File: src/rtl/ccsb_cfg.svh
// Register offsets, field positions and reset values of the control register bank
`ifndef CCSB_CFG_SVH
`define CCSB_CFG_SVH
// Offsets are word indices; the APB byte address is four times the index
`define CCSB_OFF_DPH_BYTE     12'h083
`define CCSB_OFF_CMP_LOW      12'h084
`define CCSB_OFF_CMP_HIGH     12'h085
`define CCSB_OFF_P0_OPTION    12'h086
`define CCSB_OFF_POWER        12'h087
`define CCSB_OFF_TIMER_IRQ    12'h088
`define CCSB_OFF_IRQ_STATUS   12'h090
`define CCSB_OFF_IRQ_MASK     12'h094
`define CCSB_OFF_EVENT_IN     12'h098
`define CCSB_RST_BYTE         8'h00
`define CCSB_RST_POWER        8'h10
`define CCSB_PWR_BAUD_DOUBLE  7
`define CCSB_PWR_FE_SELECT    6
`define CCSB_PWR_POR          4
`define CCSB_PWR_USER1        3
`define CCSB_PWR_USER0        2
`define CCSB_PWR_PD           1
`define CCSB_PWR_IDLE         0
`define CCSB_TC_TF1           7
`define CCSB_TC_TR1           6
`define CCSB_TC_TF0           5
`define CCSB_TC_TR0           4
`define CCSB_TC_IE1           3
`define CCSB_TC_IT1           2
`define CCSB_TC_IE0           1
`define CCSB_TC_IT0           0
`define CCSB_IRQ_W            4
`endif

File: src/rtl/ccsb_pkg.sv
// Types shared by the control register bank
package ccsb_pkg;
    typedef enum logic [1:0] {
        CCSB_PWR_RUN,
        CCSB_PWR_IDLE_MODE,
        CCSB_PWR_DOWN_MODE
    } ccsb_pwr_state_t;
endpackage : ccsb_pkg

File: src/rtl/ccsb_core_control.sv
// APB register bank for data pointer high, comparator base, port 0 option, power and timer control
`timescale 1ns/1ps
`include "ccsb_cfg.svh"

// Summary of operation
// - A read/write byte holds bits 15 to 8 of the data pointer.
// - A read/write byte holds the high byte of the pin 4.0 comparator base address.
// - A read/write byte holds the low byte of the pin 4.0 comparator base address.
// - Option bit 0 clear makes port 0 open-drain, set gives it pull-ups.
// - Power bit 7 set doubles the serial baud rate in serial modes 1, 2 and 3.
// - Power bit 6 selects mode-select bit or framing error status at serial control bit 7.
// - Power bit 4 is set by power-on reset and stays set until software clears it; bit 5 reserved.
// - Power bits 3 and 2 are plain user flags with no hardware effect.
// - Writing 1 to power bit 1 enters power-down, stopping every clock.
// - Writing 1 to power bit 0 enters idle, stopping only the CPU clock.
// - Timer overflow flags set on overflow, clear on vectoring, and are software writable.
// - Timer control bits 6 and 4 switch timer 1 and timer 0 on or off.
// - External interrupt flags set when the configured edge or level appears on the pin.
// - Edge flags clear on vectoring; in level mode the flag tracks the inverted pin.
module ccsb_core_control (
    // Clock and reset
    input  wire logic        I_CORE_CLK,
    input  wire logic        I_RST,
    input  wire logic        I_POR,
    // APB slave
    input  wire logic        I_PSEL,
    input  wire logic        I_PENABLE,
    input  wire logic        I_PWRITE,
    input  wire logic [11:0] I_PADDR,
    input  wire logic [31:0] I_PWDATA,
    output logic      [31:0] O_PRDATA,
    output logic             O_PREADY,
    output logic             O_PSLVERR,
    // Event sources
    input  wire logic        I_TIMER0_OVERFLOW,
    input  wire logic        I_TIMER1_OVERFLOW,
    input  wire logic        I_TIMER0_VECTORED,
    input  wire logic        I_TIMER1_VECTORED,
    input  wire logic        I_EXT_IRQ0_VECTORED,
    input  wire logic        I_EXT_IRQ1_VECTORED,
    input  wire logic        I_EXT_IRQ0_PIN_N,
    input  wire logic        I_EXT_IRQ1_PIN_N,
    input  wire logic        I_WAKE,
    // Control outputs
    output logic      [15:8] O_DATA_POINTER_HIGH,
    output logic      [15:0] O_PIN_COMPARE_BASE,
    output logic             O_PORT0_PULLUP_ENABLE,
    output logic             O_BAUD_DOUBLE,
    output logic             O_FRAME_ERROR_SELECT,
    output logic             O_CPU_CLK_EN,
    output logic             O_PERIPH_CLK_EN,
    output logic             O_TIMER0_RUN,
    output logic             O_TIMER1_RUN,
    output logic             O_EXT_IRQ0_FLAG,
    output logic             O_EXT_IRQ1_FLAG,
    output logic             O_TIMER0_OVERFLOW_FLAG,
    output logic             O_TIMER1_OVERFLOW_FLAG,
    output logic             O_IRQ
);

    logic [7:0]                  dph_q;
    logic [7:0]                  cmp_low_q;
    logic [7:0]                  cmp_high_q;
    logic                        p0_pullup_q;
    logic [7:0]                  power_q;
    logic [7:0]                  timer_interrupt_control_q;
    logic [`CCSB_IRQ_W-1:0]      irq_status_q;
    logic [`CCSB_IRQ_W-1:0]      irq_mask_q;
    logic [1:0]                  pin0_sync_q;
    logic [1:0]                  pin1_sync_q;
    logic                        pin0_prev_q;
    logic                        pin1_prev_q;
    logic [1:0]                  por_sync_q;
    logic                        por_prev_q;
    ccsb_pkg::ccsb_pwr_state_t   pwr_state_q;
    logic                        wr_en;
    logic                        rd_hit;
    logic [7:0]                  wbyte;
    logic                        fall0;
    logic                        fall1;
    logic                        por_rise;
    logic [`CCSB_IRQ_W-1:0]      irq_events;
    logic [31:0]                 rdata_d;

    function automatic logic addr_is(input logic [11:0] a, input logic [11:0] off);
        // Byte address is four times the register index, so no two registers share a word
        addr_is = (a[11:2] == off[9:0]);
    endfunction : addr_is

    assign wr_en  = I_PSEL && I_PENABLE && I_PWRITE;
    assign wbyte  = I_PWDATA[7:0];
    assign fall0  = pin0_prev_q && !pin0_sync_q[1];
    assign fall1  = pin1_prev_q && !pin1_sync_q[1];
    assign por_rise = por_sync_q[1] && !por_prev_q;

    // Pin synchronisers
    always_ff @(posedge I_CORE_CLK) begin
        if (I_RST) begin
            pin0_sync_q <= 2'h3;
            pin1_sync_q <= 2'h3;
            pin0_prev_q <= 1'b1;
            pin1_prev_q <= 1'b1;
            por_sync_q  <= 2'h0;
            por_prev_q  <= 1'b0;
        end else begin
            pin0_sync_q <= {pin0_sync_q[0], I_EXT_IRQ0_PIN_N};
            pin1_sync_q <= {pin1_sync_q[0], I_EXT_IRQ1_PIN_N};
            pin0_prev_q <= pin0_sync_q[1];
            pin1_prev_q <= pin1_sync_q[1];
            por_sync_q  <= {por_sync_q[0], I_POR};
            por_prev_q  <= por_sync_q[1];
        end
    end

    // Plain byte registers
    always_ff @(posedge I_CORE_CLK) begin
        if (I_RST) begin
            dph_q       <= `CCSB_RST_BYTE;
            cmp_low_q   <= `CCSB_RST_BYTE;
            cmp_high_q  <= `CCSB_RST_BYTE;
            p0_pullup_q <= 1'b0;
        end else if (wr_en) begin
            if (addr_is(I_PADDR, `CCSB_OFF_DPH_BYTE)) begin
                dph_q <= wbyte;
            end else if (addr_is(I_PADDR, `CCSB_OFF_CMP_LOW)) begin
                cmp_low_q <= wbyte;
            end else if (addr_is(I_PADDR, `CCSB_OFF_CMP_HIGH)) begin
                cmp_high_q <= wbyte;
            end else if (addr_is(I_PADDR, `CCSB_OFF_P0_OPTION)) begin
                p0_pullup_q <= wbyte[0];
            end
        end
    end

    // Power control; POR flag set wins over software clear
    always_ff @(posedge I_CORE_CLK) begin
        if (I_RST) begin
            power_q <= `CCSB_RST_POWER;
        end else begin
            if (wr_en && addr_is(I_PADDR, `CCSB_OFF_POWER)) begin
                power_q[`CCSB_PWR_BAUD_DOUBLE] <= wbyte[`CCSB_PWR_BAUD_DOUBLE];
                power_q[`CCSB_PWR_FE_SELECT]   <= wbyte[`CCSB_PWR_FE_SELECT];
                power_q[`CCSB_PWR_POR]         <= wbyte[`CCSB_PWR_POR] | por_rise;
                power_q[`CCSB_PWR_USER1]       <= wbyte[`CCSB_PWR_USER1];
                power_q[`CCSB_PWR_USER0]       <= wbyte[`CCSB_PWR_USER0];
                power_q[`CCSB_PWR_PD]          <= wbyte[`CCSB_PWR_PD];
                power_q[`CCSB_PWR_IDLE]        <= wbyte[`CCSB_PWR_IDLE];
            end else begin
                if (por_rise) begin
                    power_q[`CCSB_PWR_POR] <= 1'b1;
                end
                if (I_WAKE) begin
                    power_q[`CCSB_PWR_PD]   <= 1'b0;
                    power_q[`CCSB_PWR_IDLE] <= 1'b0;
                end
            end
        end
    end

    // Power mode; power-down takes priority over idle
    always_ff @(posedge I_CORE_CLK) begin
        if (I_RST) begin
            pwr_state_q <= ccsb_pkg::CCSB_PWR_RUN;
        end else begin
            case (pwr_state_q)
                ccsb_pkg::CCSB_PWR_RUN: begin
                    if (power_q[`CCSB_PWR_PD]) begin
                        pwr_state_q <= ccsb_pkg::CCSB_PWR_DOWN_MODE;
                    end else if (power_q[`CCSB_PWR_IDLE]) begin
                        pwr_state_q <= ccsb_pkg::CCSB_PWR_IDLE_MODE;
                    end
                end
                default: begin
                    if (I_WAKE) begin
                        pwr_state_q <= ccsb_pkg::CCSB_PWR_RUN;
                    end
                end
            endcase
        end
    end

    // Timer and external interrupt control; hardware set wins over clear
    always_ff @(posedge I_CORE_CLK) begin
        if (I_RST) begin
            timer_interrupt_control_q <= `CCSB_RST_BYTE;
        end else begin
            if (wr_en && addr_is(I_PADDR, `CCSB_OFF_TIMER_IRQ)) begin
                timer_interrupt_control_q <= wbyte;
            end else begin
                if (I_TIMER1_VECTORED) begin
                    timer_interrupt_control_q[`CCSB_TC_TF1] <= 1'b0;
                end
                if (I_TIMER0_VECTORED) begin
                    timer_interrupt_control_q[`CCSB_TC_TF0] <= 1'b0;
                end
                if (timer_interrupt_control_q[`CCSB_TC_IT1] && I_EXT_IRQ1_VECTORED) begin
                    timer_interrupt_control_q[`CCSB_TC_IE1] <= 1'b0;
                end
                if (timer_interrupt_control_q[`CCSB_TC_IT0] && I_EXT_IRQ0_VECTORED) begin
                    timer_interrupt_control_q[`CCSB_TC_IE0] <= 1'b0;
                end
            end
            if (I_TIMER1_OVERFLOW) begin
                timer_interrupt_control_q[`CCSB_TC_TF1] <= 1'b1;
            end
            if (I_TIMER0_OVERFLOW) begin
                timer_interrupt_control_q[`CCSB_TC_TF0] <= 1'b1;
            end
            if (timer_interrupt_control_q[`CCSB_TC_IT1]) begin
                if (fall1) begin
                    timer_interrupt_control_q[`CCSB_TC_IE1] <= 1'b1;
                end
            end else begin
                timer_interrupt_control_q[`CCSB_TC_IE1] <= !pin1_sync_q[1];
            end
            if (timer_interrupt_control_q[`CCSB_TC_IT0]) begin
                if (fall0) begin
                    timer_interrupt_control_q[`CCSB_TC_IE0] <= 1'b1;
                end
            end else begin
                timer_interrupt_control_q[`CCSB_TC_IE0] <= !pin0_sync_q[1];
            end
        end
    end

    // Sticky event status: timer0, timer1, ext0, ext1 overflow/edge
    assign irq_events = {fall1, fall0, I_TIMER1_OVERFLOW, I_TIMER0_OVERFLOW};

    always_ff @(posedge I_CORE_CLK) begin
        if (I_RST) begin
            irq_status_q <= '0;
        end else if (wr_en && addr_is(I_PADDR, `CCSB_OFF_IRQ_STATUS)) begin
            irq_status_q <= (irq_status_q & ~I_PWDATA[`CCSB_IRQ_W-1:0]) | irq_events;
        end else begin
            irq_status_q <= irq_status_q | irq_events;
        end
    end

    always_ff @(posedge I_CORE_CLK) begin
        if (I_RST) begin
            irq_mask_q <= '0;
        end else if (wr_en && addr_is(I_PADDR, `CCSB_OFF_IRQ_MASK)) begin
            irq_mask_q <= I_PWDATA[`CCSB_IRQ_W-1:0];
        end
    end

    // Read mux
    always_comb begin
        rd_hit  = 1'b1;
        rdata_d = 32'h0000_0000;
        if (addr_is(I_PADDR, `CCSB_OFF_DPH_BYTE)) begin
            rdata_d[7:0] = dph_q;
        end else if (addr_is(I_PADDR, `CCSB_OFF_CMP_LOW)) begin
            rdata_d[7:0] = cmp_low_q;
        end else if (addr_is(I_PADDR, `CCSB_OFF_CMP_HIGH)) begin
            rdata_d[7:0] = cmp_high_q;
        end else if (addr_is(I_PADDR, `CCSB_OFF_P0_OPTION)) begin
            rdata_d[0] = p0_pullup_q;
        end else if (addr_is(I_PADDR, `CCSB_OFF_POWER)) begin
            rdata_d[7:0] = power_q & 8'hdf;
        end else if (addr_is(I_PADDR, `CCSB_OFF_TIMER_IRQ)) begin
            rdata_d[7:0] = timer_interrupt_control_q;
        end else if (addr_is(I_PADDR, `CCSB_OFF_IRQ_STATUS)) begin
            rdata_d[`CCSB_IRQ_W-1:0] = irq_status_q;
        end else if (addr_is(I_PADDR, `CCSB_OFF_IRQ_MASK)) begin
            rdata_d[`CCSB_IRQ_W-1:0] = irq_mask_q;
        end else if (addr_is(I_PADDR, `CCSB_OFF_EVENT_IN)) begin
            rdata_d[1:0] = {pin1_sync_q[1], pin0_sync_q[1]};
        end else begin
            rd_hit = 1'b0;
        end
    end

    always_ff @(posedge I_CORE_CLK) begin
        if (I_RST) begin
            O_PRDATA <= 32'h0000_0000;
        end else if (I_PSEL && !I_PENABLE && !I_PWRITE) begin
            O_PRDATA <= rdata_d;
        end
    end

    assign O_PREADY  = 1'b1;
    assign O_PSLVERR = I_PSEL && I_PENABLE && !rd_hit;

    assign O_DATA_POINTER_HIGH    = dph_q;
    assign O_PIN_COMPARE_BASE     = {cmp_high_q, cmp_low_q};
    assign O_PORT0_PULLUP_ENABLE  = p0_pullup_q;
    assign O_BAUD_DOUBLE          = power_q[`CCSB_PWR_BAUD_DOUBLE];
    assign O_FRAME_ERROR_SELECT   = power_q[`CCSB_PWR_FE_SELECT];
    assign O_CPU_CLK_EN           = (pwr_state_q == ccsb_pkg::CCSB_PWR_RUN);
    assign O_PERIPH_CLK_EN        = (pwr_state_q != ccsb_pkg::CCSB_PWR_DOWN_MODE);
    assign O_TIMER0_RUN           = timer_interrupt_control_q[`CCSB_TC_TR0];
    assign O_TIMER1_RUN           = timer_interrupt_control_q[`CCSB_TC_TR1];
    assign O_EXT_IRQ0_FLAG        = timer_interrupt_control_q[`CCSB_TC_IE0];
    assign O_EXT_IRQ1_FLAG        = timer_interrupt_control_q[`CCSB_TC_IE1];
    assign O_TIMER0_OVERFLOW_FLAG = timer_interrupt_control_q[`CCSB_TC_TF0];
    assign O_TIMER1_OVERFLOW_FLAG = timer_interrupt_control_q[`CCSB_TC_TF1];
    assign O_IRQ                  = |(irq_status_q & irq_mask_q);

endmodule : ccsb_core_control

File: config.mk
export PLATFORM = sky130hd
export DESIGN_NAME = ccsb_core_control
export DESIGN_NICKNAME = d
export VERILOG_FILES = /design/src/rtl/ccsb_pkg.sv /design/src/rtl/ccsb_core_control.sv
export VERILOG_INCLUDE_DIRS = /design/src /design/src/rtl
export SDC_FILE = /design/constraint.sdc
export NUM_CORES = 1
export LEC_CHECK = 0
export BUFFER_PORTS_ARGS = -buffer_cell sky130_fd_sc_hd__buf_2
export CORE_MARGIN = 4
export CORE_UTILIZATION = 48
export DETAILED_ROUTE_END_ITERATION = 12
export PLACE_DENSITY = 0.76
export SLEW_MARGIN = 20
export SYNTH_ARGS = -nofsm -noshare
export SYNTH_HDL_FRONTEND = slang
export SYNTH_SLANG_ARGS = --single-unit
File: constraint.sdc
create_clock -name I_CORE_CLK -period 3.64 [get_ports I_CORE_CLK]
set_input_delay 0.364 -clock I_CORE_CLK [delete_from_list [all_inputs] [get_ports I_CORE_CLK]]
set_output_delay 0.364 -clock I_CORE_CLK [all_outputs]
set_load 0.05 [all_outputs]
==> impl_metrics.csv <==
group,metric,value,unit
outcome,status,"finished, final reports clean",
global_routing,grt_use_met1,29.2,%
placed_design,io_buffers,77,
synth,ys_seq_area_share,40.7,%
placed_design,placed_cell_area,3620,µm²
floorplan,die_h,90.9,µm
power,ir_worst_vdd,0.255,mV
placed_design,dp_hpwl,6850,µm
route,routed_wl,9380,µm
global_routing,antenna_found_initial,0,
global_routing,use_met3,4.42,%
clock_network,path_clk_slew,0.07,ns
worst_setup_path,cp-start-kind,"input pin",
floorplan,start_util,50.7,%
route,viasPerCell,5.83,
synth,yosysMostFrequentCell,"dfxtp_1",
finish,final_area,3810,µm²
global_routing,grt_pass1_wl,15000,µm
synth,synth_area_leaders,"dfxtp_1, mux2i_1, a21oi_1, nand2_1, buf_4",
worst_setup_path,critPathCaptureType,"primary output",
clock_network,clk_latency,0.34,ns
synth,yosysUniqueCellTypes,49,
worst_setup_path,crit_path_max_fanout,12,
route,routedWlPerCell,17.0,µm
placed_design,place.gp.congestion,0.882,
clock_network,clockBufferDepth,2,
synth,ys_ff_latch,67,
timing,hold_ws,0.205,ns
floorplan,ios,129,
finish,synthToLayoutAreaGrowth,15.6,%
power,cellLeakagePower,1.60,nW
synth,netlist_area,3300,µm²
route,dr_total_vias,3214,
clock_network,post_cts_resized,0,
timing,max_freq,0.394,GHz
finish,num-nets-final,528,
global_routing,grt_util_met2,36.1,%
synth,synth_top_area_share,40.7,%
route,drc,0,
synth,synth_top_area_cell,"dfxtp_1",
synth,synth-warning-count,0,
placed_design,placedCellCount,535,
floorplan,die_area,8260,µm²
synth,synth_edf_count,0,
global_routing,grt_max_degree,61,
clock_network,cts_max_level,3,
global_routing,first_global_vias,3002,
worst_setup_path,arrival,2.17,ns
worst_setup_path,crit_type,"input pin to primary output",
floorplan,coreArea,6490,µm²
flow_run,drv_cap,0,
timing,min_period,2.54,ns
clock_network,clkSinkCount,67,
global_routing,grt-ovfl-total,0,
timing,fin_crit_sh,69.7,%
clock_network,clockRootBuffer,"clkbuf_8",
route,ant_nets,0,
clock_network,cts_tree,"built",
clock_network,post-cts-setup-buffer-count,0,
route,first_iter_violations,271,
finish,antenna_cells,0,
timing,timing.final.hold_violations,0,
synth,async_reset_ff_share,0,%
hold_path,min_path_type,"input pin to register",
global_routing,top_usage_layer,"met2",
finish,final_cells,551,
finish,drive_gt1_share,23.8,%
floorplan,die_w,90.9,µm
timing,relSlewSlack,36.8,%
synth,synthTopCellsByCount,"dfxtp_1, nand2_1, a21oi_1",
timing,tightest_slew,0.934,ns
worst_setup_path,worstPathRequired,3.28,ns
global_routing,grtUsageTotal,22.5,%
route,dr.pass1.iters,5,
timing,setup_viol,0,
timing,final_max_slew_viol_count,0,
floorplan,num_rows,29,
clock_network,numCtsBuffers,9,
power,power_density,402,nW/µm²
synth,yosys_most_used_dff,"dfxtp_1",
synth,syn_inst,399,
synth,syn_avg_cell_area,8.26,µm²
timing,final.setup_skew,0.00628,ns
timing,rsz0062_at_grt,"false",
timing,setup_tns,0,ns
clock_network,ctsHoldBuffers,0,
## registers in the layout, summed over array words and instances (netlist names)
register and flops:
O_DATA_POINTER_HIGH 8, O_PRDATA 8, cmp_high_q 8, cmp_low_q 8
timer_interrupt_control_q 8, power_q 7, irq_mask_q 4, irq_status_q 4
pin0_sync_q 2, pin1_sync_q 2, por_sync_q 2, pwr_state_q 2
O_PORT0_PULLUP_ENABLE 1, pin0_prev_q 1, pin1_prev_q 1, por_prev_q 1
## worst paths after layout
path	cells after the start	from	slack [ns]	endpoint
worst max-delay path	7	I_PADDR[2]	1.10	O_PSLVERR
worst min-delay path	2	I_EXT_IRQ1_PIN_N	0.20	pin1_sync_q[0]$_SDFF_PP1_
worst max register to register	4	cmp_low_q[3]$_SDFFE_PP0P_	2.21	O_PRDATA[3]$_SDFFE_PP0P_
worst min register to register	1	pin1_sync_q[0]$_SDFF_PP1_	0.41	pin1_sync_q[1]$_SDFF_PP1_
## power breakdown
group	switching, W	internal [W]
clock	0.000286	0.000335
combinational	0.000130	0.0000352
sequential	0.00000563	0.000741
## cell usage in the layout (no fill, tap or decap), types with 2 or more instances in the layout
master and count:
nor3_1 3, a221oi_1 4, nand2b_1 4, a22o_1 4
nor4_1 6, dfxtp_1 67, a2bb2oi_1 3, nor2b_1 11
a21oi_1 43, clkinvlp_4 2, or2_2 8, o211ai_1 2
o21ai_0 16, buf_4 6, nor3_2 2, or3b_2 2
a32oi_1 2, o311ai_0 2, nor3b_1 2, clkbuf_1 2
buf_2 77, clkbuf_8 10, or4_1 2, or3_1 2
conb_1 25, inv_1 6, a22oi_1 8, o32ai_1 2
mux2i_1 24, nor4b_1 3, nand3_1 18, nor2_1 33
nand2_1 55
## cell type report
type | instances | area, µm²
clock buffers | 12 | 145
clock inverters | 4 | 50.0
fillers | 601 | 2680
inverters | 6 | 22.5
multi-input cells | 302 | 1730
flip-flops and latches | 67 | 1340
well taps | 77 | 96.3
repair buffers | 83 | 430
## kinds of logic after synthesis
family	synth area share, %
compound gates	17.5
buf+inv	9.57
flops	40.7
mux	7.29
other cells	0.228
simple gates	24.7
## per-layer routing
metal / up-vias / wire length [µm] / part of all wire (%)
met5: - / 0 / 0
met4: 0 / 311 / 3.3
met3: 30 / 765 / 8.2
met2: 183 / 4280 / 46
met1: 1506 / 4020 / 43
li1: 1495 / - / -
## metrics by stage
stage | util [%] | setup WS, ns | power (W)
final | 58.7 | 1.10 | 0.00153
after global routing | 58.7 | 1.02 | 0.00158
after CTS | 58.7 | 1.14 | 0.00154
after detailed placement | 55.7 | 1.08 | 0.000926
after global placement | 55.7 | 1.12 | 0.000924
after floorplan | - | 0.699 | 0.000902
## worst max-delay path: stages
cell	delay, ns
buf_2	0.23
nor4_1	0.08
buf_4	0.16
and2_0	0.28
or3_1	0.36
a221oi_1	0.35
buf_2	0.33
Power figures use the tool's default switching activity.
